## config.mk

```make
export PLATFORM = sky130hd
export DESIGN_NAME = pmbc_ctrl
export DESIGN_NICKNAME = d
export VERILOG_FILES = /design/src/hw/pmbc_timer.v /design/src/hw/pmbc_ctrl.v
export VERILOG_INCLUDE_DIRS = /design/src /design/src/hw
export SDC_FILE = /design/constraint.sdc
export NUM_CORES = 1
export LEC_CHECK = 0
export BUFFER_PORTS_ARGS = -buffer_cell sky130_fd_sc_hd__buf_2
export CAP_MARGIN = 15
export CORE_UTILIZATION = 25
export CTS_CLUSTER_SIZE = 10
export DETAILED_ROUTE_END_ITERATION = 6
export HOLD_SLACK_MARGIN = 0.02
export SYNTH_ARGS = -nofsm -noshare
export SYNTH_HDL_FRONTEND = slang
export SYNTH_SLANG_ARGS = --single-unit
```

## constraint.sdc

```tcl
create_clock -name CLOCK -period 2.8 [get_ports CLOCK]
set_clock_uncertainty 0.15 [all_clocks]
set_input_delay 0.84 -clock CLOCK [delete_from_list [all_inputs] [get_ports CLOCK]]
set_output_delay 0.84 -clock CLOCK [all_outputs]
set_load 0.05 [all_outputs]
```

## src/hw/pmbc_map.vh

```
// Purpose: Constants for the processor memory bus controller.
// Assumes: 125 MHz CLOCK; all inputs synchronous to it.
// Notes: Included by both design files.
// How it works
// Status read drives X bus 13..15
// Halt only at cycle 2/3 boundary
// Idle flag when no reference; gates halt
// Read enable at end of cycle 2
// Low load captures both address registers
// High load captures address bits 17..23
// One address source drives the bus
// Write data captured from Y bus
// Write data drives bus only when enabled
// Address 18,17 picks counter or control (code has no control register; select 3 writes nothing)
// Gate starts count, first tick loads
// Counter 2 clocked by counter 1 carry
// Primary timer tick every 16 ms
// Timer strobes ignored without select
// Counter 0 output is timer interrupt
// Select when 23,21,20 read 1,0,0
// Address patterns clear/set timer gates (code has no clear pattern for COUNTER12_GATE; only reset clears it)
// Three resets merge into synchronised reset
// Initial trap after boot completes
// Memory request for memory or map reference
// Memory controller raises ready when done
// Interrupt set when enabled, cleared by strobe
// Clock enable in second halves, none when stopped
// Cycle 1 first half loads high, latch enable
// Read cycle 3 waits for ready
// Resume at cycle 3 after halt
// Reset clears gates, interrupt; idle asserted
`ifndef PMBC_MAP_VH
`define PMBC_MAP_VH
`define PMBC_CLK_MHZ        125
`define PMBC_TICK_MS        16
`define PMBC_TICK_CYCLES    (`PMBC_TICK_MS * 1000 * `PMBC_CLK_MHZ)
`define PMBC_A_LOW_W        16
`define PMBC_A_HIGH_W       7
`define PMBC_A_SEL1         18
`define PMBC_A_SEL0         17
`define PMBC_CNT_W          16
`define PMBC_SEL_CTRL       2'h3
`define PMBC_DEC_CS         3'h4
`define PMBC_DEC_CLR0       4'hA
`define PMBC_DEC_SET0       4'hB
`define PMBC_DEC_SET12      4'hD
`define PMBC_ZERO16         16'h0000
`endif

```

## src/hw/pmbc_timer.v

```verilog
// Purpose: Three-counter interval timer with gate-triggered reload.
// Assumes: Strobes and selects sampled on CLOCK.
// Notes: Counters 0 and 1 count down at ticks, counter 2 at counter 1 carries; reload on first such clock after gate rises.
`timescale 1ns/100ps
`default_nettype none
`include "pmbc_map.vh"
module pmbc_timer (
    // Clock and reset
    input  wire        clk,
    input  wire        rst_n,
    // Host access
    input  wire        timer_select_n,
    input  wire        io_write_n,
    input  wire [1:0]  sel,
    input  wire [15:0] wdata,
    // Timing
    input  wire        tick,
    input  wire        counter0_gate,
    input  wire        counter12_gate,
    // Results
    output wire        timer_irq,
    output wire        counter1_carry_n
);
    reg  [15:0] count_reg [0:2];
    reg  [15:0] reload_reg [0:2];
    reg  [2:0]  armed_reg;
    reg  [2:0]  out_reg;
    wire [2:0]  gate;
    wire [2:0]  clk_in;
    wire        carry1;
    assign gate = {counter12_gate, counter12_gate, counter0_gate};
    assign carry1 = tick && gate[1] && armed_reg[1] && (count_reg[1] == 16'h0001);
    // counter two clock
    assign clk_in = {carry1, tick, tick};
    genvar i;
    generate
        for (i = 0; i < 3; i = i + 1) begin : g_cnt
            localparam [1:0] sel_idx = i;
            always @(posedge clk) begin
                if (!rst_n) begin
                    count_reg[i]  <= `PMBC_ZERO16;
                    reload_reg[i] <= `PMBC_ZERO16;
                    armed_reg[i]  <= 1'b0;
                    out_reg[i]    <= 1'b0;
                end else begin
                    // select gates strobes
                    if (!timer_select_n && !io_write_n && sel == sel_idx)
                        reload_reg[i] <= wdata;
                    if (!gate[i])
                        armed_reg[i] <= 1'b0;
                    // gate then load
                    else if (clk_in[i]) begin
                        if (!armed_reg[i]) begin
                            count_reg[i] <= reload_reg[i];
                            armed_reg[i] <= 1'b1;
                            out_reg[i]   <= 1'b0;
                        end else if (count_reg[i] == 16'h0001) begin
                            count_reg[i] <= reload_reg[i];
                            out_reg[i]   <= 1'b1;
                        end else begin
                            count_reg[i] <= count_reg[i] - 16'h0001;
                        end
                    end
                end
            end
        end
    endgenerate
    // counter zero output
    assign timer_irq = out_reg[0];
    assign counter1_carry_n = ~carry1;
endmodule // pmbc_timer
`default_nettype wire

```

## src/hw/pmbc_ctrl.v

```verilog
// Purpose: Processor memory bus controller: cycle sequencing, address and data paths, timer glue.
// Assumes: All inputs synchronous to CLOCK; one state per half cycle.
// Notes: Every top output is a flip-flop; outputs lag their cause by one clock, IRQ by two, SYNC_RESET_N by three.
`timescale 1ns/100ps
`default_nettype none
`include "pmbc_map.vh"
module pmbc_ctrl #(
    parameter TICK_CYCLES = `PMBC_TICK_CYCLES
) (
    // Clock and reset
    input  wire        CLOCK,
    input  wire        RESET_N,
    // Reset sources
    input  wire        HARD_RESET_N,
    input  wire        BOARD_SOFT_RESET_N,
    input  wire        DEBUGGER_RESET_N,
    // Decoder requests
    input  wire        MEM_REF_REQ,
    input  wire        MAP_REF_REQ,
    input  wire        IO_REF_REQ,
    input  wire        PRED_MEM,
    input  wire        SET_IRQ,
    input  wire        CLEAR_IRQ_N,
    input  wire        IRQ_ENABLE,
    input  wire        INT_STATUS_READ_N,
    input  wire        EXT_IRQ,
    // Halt and bus
    input  wire        HALT_REQUEST_N,
    input  wire        BUS_READY,
    // Data paths
    input  wire [23:0] X_ADDR,
    input  wire [15:0] Y_BUS,
    input  wire [15:0] BUS_DATA_IN,
    // Cycle state
    output reg         SYSCLK_ENABLE,
    output reg         CYCLE1_FIRST_HALF,
    output reg         RUNNING_FLAG,
    output reg         BUS_IDLE,
    output reg         BUS_MEM_REQUEST,
    output reg         BUS_ADDR_LATCH_EN,
    output reg         SYNC_RESET_N,
    output reg         FIRST_INSTR_TRAP_N,
    output reg         IRQ,
    // Address path
    output reg  [15:0] BUS_ADDR_LOW,
    output reg  [6:0]  BUS_ADDR_HIGH,
    output reg         MEM_ADDR_HIGH_EN_N,
    output reg         MAP_ADDR_HIGH_EN_N,
    output reg         MEM_ADDR_LOW_EN_N,
    output reg         MAP_ADDR_LOW_EN_N,
    // Data path
    output reg  [15:0] BUS_DATA_OUT,
    output reg         BUS_DATA_OE,
    output reg         READ_DATA_ENABLE_N,
    output reg  [15:0] X_BUS_OUT,
    output reg         X_BUS_OE,
    // Timer glue
    output reg         TIMER_SELECT_N,
    output reg         COUNTER0_GATE,
    output reg         COUNTER12_GATE,
    output reg         TIMER_IRQ
);
    localparam [9:0] S_CYCLE1_FIRST_HALF = 10'h001, S_C1SH = 10'h002, S_C2FH = 10'h004, S_C2SH = 10'h008;
    localparam [9:0] S_C3FH = 10'h010, S_C3SH = 10'h020, S_RC3FH = 10'h040, S_RC3SH = 10'h080;
    localparam [9:0] S_STOP = 10'h100, S_BOOT = 10'h200;

    reg  [9:0]  state_reg;
    reg  [9:0]  state_next;
    reg  [1:0]  rst_sync_reg;
    reg         booted_reg;
    reg         ref_reg, map_reg, write_reg;
    reg  [15:0] mar_low_reg, map_low_reg;
    reg  [6:0]  addr_high_reg;
    reg  [15:0] wd_reg;
    reg  [31:0] tick_cnt_reg;
    reg         tick_reg;
    reg         irq_reg;
    wire        any_req;
    wire        halt;
    wire        timer_out;
    wire        carry_n;
    wire        io_write_n;
    wire [3:0]  dec;
    wire        rst;

    assign any_req = MEM_REF_REQ | MAP_REF_REQ | IO_REF_REQ;
    assign halt = ~HALT_REQUEST_N;
    assign rst = ~RESET_N | ~SYNC_RESET_N;
    assign dec = {X_ADDR[23], X_ADDR[21], X_ADDR[20], X_ADDR[19]};
    assign io_write_n = ~(ref_reg & ~map_reg & write_reg & IO_REF_REQ);

    // merged synchronised reset
    always @(posedge CLOCK) begin
        if (!RESET_N) begin
            rst_sync_reg <= 2'h0;
            SYNC_RESET_N <= 1'b0;
        end else begin
            rst_sync_reg <= {rst_sync_reg[0], HARD_RESET_N & BOARD_SOFT_RESET_N & DEBUGGER_RESET_N};
            SYNC_RESET_N <= rst_sync_reg[1];
        end
    end

    always @* begin
        state_next = state_reg;
        case (state_reg)
            S_BOOT:  state_next = halt ? S_BOOT : S_CYCLE1_FIRST_HALF;
            S_CYCLE1_FIRST_HALF:  state_next = S_C1SH;
            S_C1SH:  state_next = S_C2FH;
            S_C2FH:  state_next = S_C2SH;
            // halt at cycle 2/3 boundary
            S_C2SH:  state_next = (halt && !ref_reg) ? S_STOP :
                                  (ref_reg && !write_reg) ? S_RC3FH : S_C3FH;
            // resume at cycle 3
            S_STOP:  state_next = halt ? S_STOP : S_C3FH;
            S_C3FH:  state_next = S_C3SH;
            S_C3SH:  state_next = (ref_reg && write_reg && !BUS_READY) ? S_C3SH : S_CYCLE1_FIRST_HALF;
            // read waits for ready
            S_RC3FH: state_next = BUS_READY ? S_RC3SH : S_RC3FH;
            S_RC3SH: state_next = S_CYCLE1_FIRST_HALF;
            default: state_next = S_CYCLE1_FIRST_HALF;
        endcase
    end

    always @(posedge CLOCK) begin
        if (rst) begin
            state_reg     <= S_BOOT;
            booted_reg    <= 1'b0;
            ref_reg       <= 1'b0;
            map_reg       <= 1'b0;
            write_reg     <= 1'b0;
            mar_low_reg   <= `PMBC_ZERO16;
            map_low_reg   <= `PMBC_ZERO16;
            addr_high_reg <= 7'h00;
            wd_reg        <= `PMBC_ZERO16;
        end else begin
            state_reg <= state_next;
            if (state_reg == S_BOOT && !halt)
                booted_reg <= 1'b1;
            if (state_reg == S_CYCLE1_FIRST_HALF) begin
                ref_reg   <= any_req;
                map_reg   <= MAP_REF_REQ;
                write_reg <= MEM_REF_REQ & ~PRED_MEM;
                // high address capture
                if (any_req)
                    addr_high_reg <= X_ADDR[23:17];
            end
            // low address to both
            if (state_reg == S_C1SH && ref_reg) begin
                mar_low_reg <= X_ADDR[15:0];
                map_low_reg <= X_ADDR[15:0];
            end
            // write data capture
            if (state_reg == S_C2SH && ref_reg && write_reg)
                wd_reg <= Y_BUS;
            if (state_reg == S_C3SH || state_reg == S_RC3SH)
                ref_reg <= 1'b0;
        end
    end

    // R13 16 ms primary tick
    always @(posedge CLOCK) begin
        if (rst) begin
            tick_cnt_reg <= 32'h0000_0000;
            tick_reg     <= 1'b0;
        end else if (tick_cnt_reg == TICK_CYCLES - 1) begin
            tick_cnt_reg <= 32'h0000_0000;
            tick_reg     <= 1'b1;
        end else begin
            tick_cnt_reg <= tick_cnt_reg + 32'h0000_0001;
            tick_reg     <= 1'b0;
        end
    end

    always @(posedge CLOCK) begin
        if (rst) begin
            SYSCLK_ENABLE      <= 1'b0;
            CYCLE1_FIRST_HALF  <= 1'b0;
            RUNNING_FLAG       <= 1'b0;
            // reset asserts idle
            BUS_IDLE           <= 1'b1;
            BUS_MEM_REQUEST    <= 1'b0;
            BUS_ADDR_LATCH_EN  <= 1'b0;
            FIRST_INSTR_TRAP_N <= 1'b1;
            irq_reg            <= 1'b0;
            IRQ                <= 1'b0;
            BUS_ADDR_LOW       <= `PMBC_ZERO16;
            BUS_ADDR_HIGH      <= 7'h00;
            MEM_ADDR_HIGH_EN_N <= 1'b1;
            MAP_ADDR_HIGH_EN_N <= 1'b1;
            MEM_ADDR_LOW_EN_N  <= 1'b1;
            MAP_ADDR_LOW_EN_N  <= 1'b1;
            BUS_DATA_OUT       <= `PMBC_ZERO16;
            BUS_DATA_OE        <= 1'b0;
            READ_DATA_ENABLE_N <= 1'b1;
            X_BUS_OUT          <= `PMBC_ZERO16;
            X_BUS_OE           <= 1'b0;
            TIMER_SELECT_N     <= 1'b1;
            COUNTER0_GATE      <= 1'b0;
            COUNTER12_GATE     <= 1'b0;
            TIMER_IRQ          <= 1'b0;
        end else begin
            // enable in second halves
            SYSCLK_ENABLE     <= state_next == S_C1SH || state_next == S_C2SH ||
                                 state_next == S_C3SH || state_next == S_RC3SH;
            CYCLE1_FIRST_HALF <= state_next == S_CYCLE1_FIRST_HALF;
            RUNNING_FLAG      <= state_next != S_BOOT && state_next != S_STOP;
            // idle when no reference
            BUS_IDLE          <= ~(ref_reg | (state_reg == S_CYCLE1_FIRST_HALF && any_req));
            // cycle 1 latch enable
            BUS_ADDR_LATCH_EN <= state_reg == S_CYCLE1_FIRST_HALF && any_req;
            // request on memory or map
            BUS_MEM_REQUEST   <= state_reg == S_CYCLE1_FIRST_HALF && (MEM_REF_REQ | MAP_REF_REQ);
            // trap after boot
            FIRST_INSTR_TRAP_N <= ~(state_reg == S_BOOT && !halt && !booted_reg);
            // set wins over clear
            if (SET_IRQ && IRQ_ENABLE)
                irq_reg <= 1'b1;
            else if (!CLEAR_IRQ_N)
                irq_reg <= 1'b0;
            IRQ <= irq_reg;
            // single address source
            MEM_ADDR_HIGH_EN_N <= ~(ref_reg & ~map_reg);
            MAP_ADDR_HIGH_EN_N <= ~(ref_reg & map_reg);
            MEM_ADDR_LOW_EN_N  <= ~(ref_reg & ~map_reg);
            MAP_ADDR_LOW_EN_N  <= ~(ref_reg & map_reg);
            BUS_ADDR_LOW       <= map_reg ? map_low_reg : mar_low_reg;
            BUS_ADDR_HIGH      <= addr_high_reg;
            // write data drive
            BUS_DATA_OE        <= ref_reg & write_reg & (state_reg == S_C3FH || state_reg == S_C3SH);
            BUS_DATA_OUT       <= wd_reg;
            // read enable end cycle 2
            READ_DATA_ENABLE_N <= ~(state_reg == S_C2SH && ref_reg && PRED_MEM);
            // status onto X 13..15
            X_BUS_OE  <= ~INT_STATUS_READ_N;
            X_BUS_OUT <= INT_STATUS_READ_N ? BUS_DATA_IN :
                         {timer_out, EXT_IRQ, irq_reg, 13'h0000};
            // timer chip select
            TIMER_SELECT_N <= ~(IO_REF_REQ && dec[3:1] == `PMBC_DEC_CS);
            // gate decode
            if (IO_REF_REQ && dec == `PMBC_DEC_CLR0)
                COUNTER0_GATE <= 1'b0;
            else if (IO_REF_REQ && dec == `PMBC_DEC_SET0)
                COUNTER0_GATE <= 1'b1;
            if (IO_REF_REQ && dec == `PMBC_DEC_SET12)
                COUNTER12_GATE <= 1'b1;
            TIMER_IRQ <= timer_out;
        end
    end

    // counter select bits
    pmbc_timer u_timer (
        .clk              (CLOCK),
        .rst_n            (~rst),
        .timer_select_n   (TIMER_SELECT_N),
        .io_write_n       (io_write_n),
        .sel              ({X_ADDR[`PMBC_A_SEL1], X_ADDR[`PMBC_A_SEL0]}),
        .wdata            (Y_BUS),
        .tick             (tick_reg),
        .counter0_gate    (COUNTER0_GATE),
        .counter12_gate   (COUNTER12_GATE),
        .timer_irq        (timer_out),
        .counter1_carry_n (carry_n)
    );
endmodule // pmbc_ctrl
`default_nettype wire

```

==> results summary <==
The flow ran to the end, and the final reports show no timing, DRC or antenna violations. The count of warnings emitted by yosys came out at 0. Counting the fill cells in the layout gives 3014. The number of placed instances, taps included is 1247. The number of resized instances in the post-cts repair step came out at 0. The core region is 28900 um2.

The proportion of synthesized chip area in sequential cells came out at 0.574. The max-capacitance violation count is 0. For the worst-skew pair, the clock arrives at the later sink with an insertion delay of 0.44 ns. STA classifies the critical path startpoint as a register. The hold-fix buffer count after cts is 0.

The average instance area after synthesis is 10.0 um2. In the global route stage, overall resource usage came out at 0.116. The post-synthesis async set-or-reset flop share is 0. The number of antenna-violating nets in the routed design came out at 0. Traced cell by cell, the critical path runs through or4_4, or4_1, o31a_1, buf_4, mux2i_1, nor2_1. The final count of hold timing violations came to 0.

For this run, the detailed router's first-pass iteration total came to 4. The startpoint identified for the worst register-to-register timing path is u_timer.count_reg[0][10]. The final critical path time including I/O delays and setup is 2.63 ns. The worst hold path class is register to register.

The number of antenna violations at the first check in global routing is 3. The upper clock frequency limit came out at 0.380 GHz. The total I/O pin count is 147. Routability-driven placement finished with a final weighted congestion of 0.765. The total leakage power is 3.80 nW. The wire length after detailed routing is 17300 um. The delay of the slowest cell on the worst path came out at 0.58 ns. The final non-filler cell total is 1281. The worst pin sits at a relative slew slack of 0.569.

The pin count of the biggest net entering global routing came out at 48. The die is 174 um wide. Leaving out fill and tap cells, the most frequent cell in the layout is sky130_fd_sc_hd__dfxtp_1. The DRC violation count after routing came out at 0. Setup repair after global routing left no endpoint under its margin. VDD sags by at most 0.333 mV. STA classifies the critical path endpoint as a register.

Yosys mapped a number of flops with a built-in enable equal to 32. The share of cells above drive strength 1 came out at 0.232. Relative to the synthesized area, the layout overhead comes to 24.4%. The via total after detailed routing is 5601. The final count of pins violating max slew came out at 0. The via count of the first global-routing pass is 5320.

The cell count after synthesis came out at 736. The sum of negative setup slack is 0 ns. The number of rows created at floorplan is 62.

Setup violations remaining at the end of the flow were counted as 0. The total overflow left after global routing is 0. In this run the deepest clock path goes through 2 buffers. The number of distinct standard cells referenced by the synthesized netlist is 53. The share of the clock period used by the worst path after layout came out at 0.940. The slew of the pin with the lowest slew margin is 0.645 ns. The clock tree from TritonCTS is built. The combined flip-flop and latch cell area came out at 4240 um2. The worst setup path is of the register to register kind. The final net count came out at 957. The violation count after the first detailed-routing iteration came out at 184. In the layout the commonest cells are sky130_fd_sc_hd__dfxtp_1 (164), sky130_fd_sc_hd__buf_2 (145), sky130_fd_sc_hd__nor2_1 (107), sky130_fd_sc_hd__nand2_1 (65), sky130_fd_sc_hd__and3_1 (61).

The launch point of the worst path is u_timer.count_reg[0][10]. The arrival time reported for the critical path endpoint came out at 2.64 ns. Power comes to 0.00552 W. For this design, the slowest cell found on the critical path is sky130_fd_sc_hd__or4_4. The primary flip-flop cell chosen by synthesis mapping is sky130_fd_sc_hd__dfxtp_1.

The footprint of the multi-input gates is 2920 um2. Counting every sink on the clock net gives 196. The worst endpoint required time came out at 2.81 ns. The startpoint identified for the worst hold timing path is rst_sync_reg[0]. The initial standard-cell utilization of the core is 0.256.

CTS built an H-tree with a depth of 4. The maximum fanout along the worst path is 19. The global-route wire length before repair is 27600 um. Summed over all nets, the half-perimeter wirelength after detailed placement is 12000 um. The post-synth design cell area is 7400 um2.

The flip-flop count of the largest register, all copies and words added is 32. The cell area power density is 600 nW/um2. The number of storage elements in the synthesis netlist came out at 196. The clock slew seen by the registers of the worst setup and hold paths is 0.08 ns.

The die covers 30300 um2. The routed length per instance is 13.5 um. TritonCTS created 17 clock buffers. Synthesis produced a netlist with a net count of 811. The library cell used as clock root buffer is sky130_fd_sc_hd__clkbuf_16.

The height of the die is 174 um. After detailed routing, the number of vias per cell comes to 4.37. The number of buffers added on ports is 145. The post-CTS repair timing setup buffer count came out at 0.
## final cells by class
type                       count  share of cell area
inverter                      10             0.00408
timing repair buffer         166              0.0973
tap                          384              0.0522
multi-input combinational    491               0.318
antenna                        2            0.000544
clock buffer                  21              0.0536
clock inverter                11              0.0135
sequential                   196               0.461
## power by group
part           switching (W)  total (W)  internal [W]
sequential        0.00000298    0.00286       0.00285
combinational      0.0000615   0.000116     0.0000544
clock                0.00116    0.00255       0.00139
## path summary, 6_finish.rpt
check	to	slack, ns	cells after the start
worst max-delay path	u_timer.count_reg[0][0]	0.17	6
worst min register to register	rst_sync_reg[1]	0.29	1
worst min-delay path	rst_sync_reg[1]	0.29	1
worst max register to register	u_timer.count_reg[0][0]	0.17	6
## synth_stat cells, types with 2 or more instances
cell type,count,area share
sky130_fd_sc_hd__nor4_1,11,0.0093
sky130_fd_sc_hd__nand4b_1,2,0.0024
sky130_fd_sc_hd__buf_6,3,0.0046
sky130_fd_sc_hd__nor3_1,18,0.012
sky130_fd_sc_hd__nand2_1,66,0.033
sky130_fd_sc_hd__xor2_1,18,0.021
sky130_fd_sc_hd__and2_1,20,0.017
sky130_fd_sc_hd__ha_1,3,0.0051
sky130_fd_sc_hd__a311oi_1,2,0.0024
sky130_fd_sc_hd__or3_1,2,0.0017
sky130_fd_sc_hd__nor3b_1,2,0.0020
sky130_fd_sc_hd__o21ai_0,10,0.0068
sky130_fd_sc_hd__edfxtp_1,32,0.13
sky130_fd_sc_hd__buf_2,6,0.0041
sky130_fd_sc_hd__xnor2_1,24,0.028
sky130_fd_sc_hd__buf_4,2,0.0020
sky130_fd_sc_hd__a211oi_1,14,0.014
sky130_fd_sc_hd__nand3b_1,4,0.0041
sky130_fd_sc_hd__or2_2,2,0.0017
sky130_fd_sc_hd__and3_1,61,0.052
sky130_fd_sc_hd__nor2_1,107,0.054
sky130_fd_sc_hd__a31oi_1,5,0.0042
sky130_fd_sc_hd__nor2b_1,6,0.0051
sky130_fd_sc_hd__dfxtp_1,164,0.44
sky130_fd_sc_hd__and4_1,4,0.0047
sky130_fd_sc_hd__o31ai_1,3,0.0030
sky130_fd_sc_hd__clkbuf_1,26,0.013
sky130_fd_sc_hd__a21oi_1,23,0.016
sky130_fd_sc_hd__o21a_1,2,0.0020
sky130_fd_sc_hd__mux2i_1,33,0.045
sky130_fd_sc_hd__inv_1,10,0.0051
sky130_fd_sc_hd__nand4_1,8,0.0068
sky130_fd_sc_hd__or4_1,5,0.0051
sky130_fd_sc_hd__nand2b_1,2,0.0017
sky130_fd_sc_hd__nand3_1,18,0.012
## per-layer routing
metal / track usage / wire length [um] / part of all wire / vias up
li1: - / - / - / 2843
met1: 0.142 / 8020 / 0.46 / 2626
met2: 0.195 / 8300 / 0.48 / 112
met3: 0.0295 / 663 / 0.038 / 20
met4: 0.0482 / 350 / 0.020 / 0
met5: 0 / 0 / 0 / -
## stage by stage
| stage | area [um2] | hold slack [ns] | util | setup slack (ns) |
|---|---|---|---|---|
| 5_1_grt | 9200 | 0.303 | 0.318 | 0.0739 |
| 2_1_floorplan | 7400 | 0.238 | - | 0.155 |
| 6_report | 9200 | 0.286 | 0.318 | 0.168 |
| 3_3_place_gp | 8580 | 0.267 | 0.297 | 0.207 |
| 4_1_cts | 9200 | 0.287 | 0.318 | 0.160 |
| 3_5_place_dp | 8580 | 0.268 | 0.297 | 0.200 |
## cell families (layout without fill, tap and decap cells)
kind of cell | after synthesis | in the layout | synth area share
adder cells (fa/ha/maj) | 3 | 3 | 0.00508
AND/OR/NAND/NOR | 347 | 347 | 0.239
AO/OA/AOI/OAI | 66 | 66 | 0.0563
other | 0 | 2 | 0
buffers and inverters | 49 | 208 | 0.0313
multiplexers | 33 | 33 | 0.0447
XOR/XNOR | 42 | 42 | 0.0497
flip-flops | 196 | 196 | 0.574
## critical path: cells and delay by family (launching register included)
family	cells	cell delay [ns]
flops	1	0.43
buf+inv	1	0.21
mux	1	0.16
compound gates	1	0.33
simple gates	3	1.08
Power figures use the tool's default switching activity.
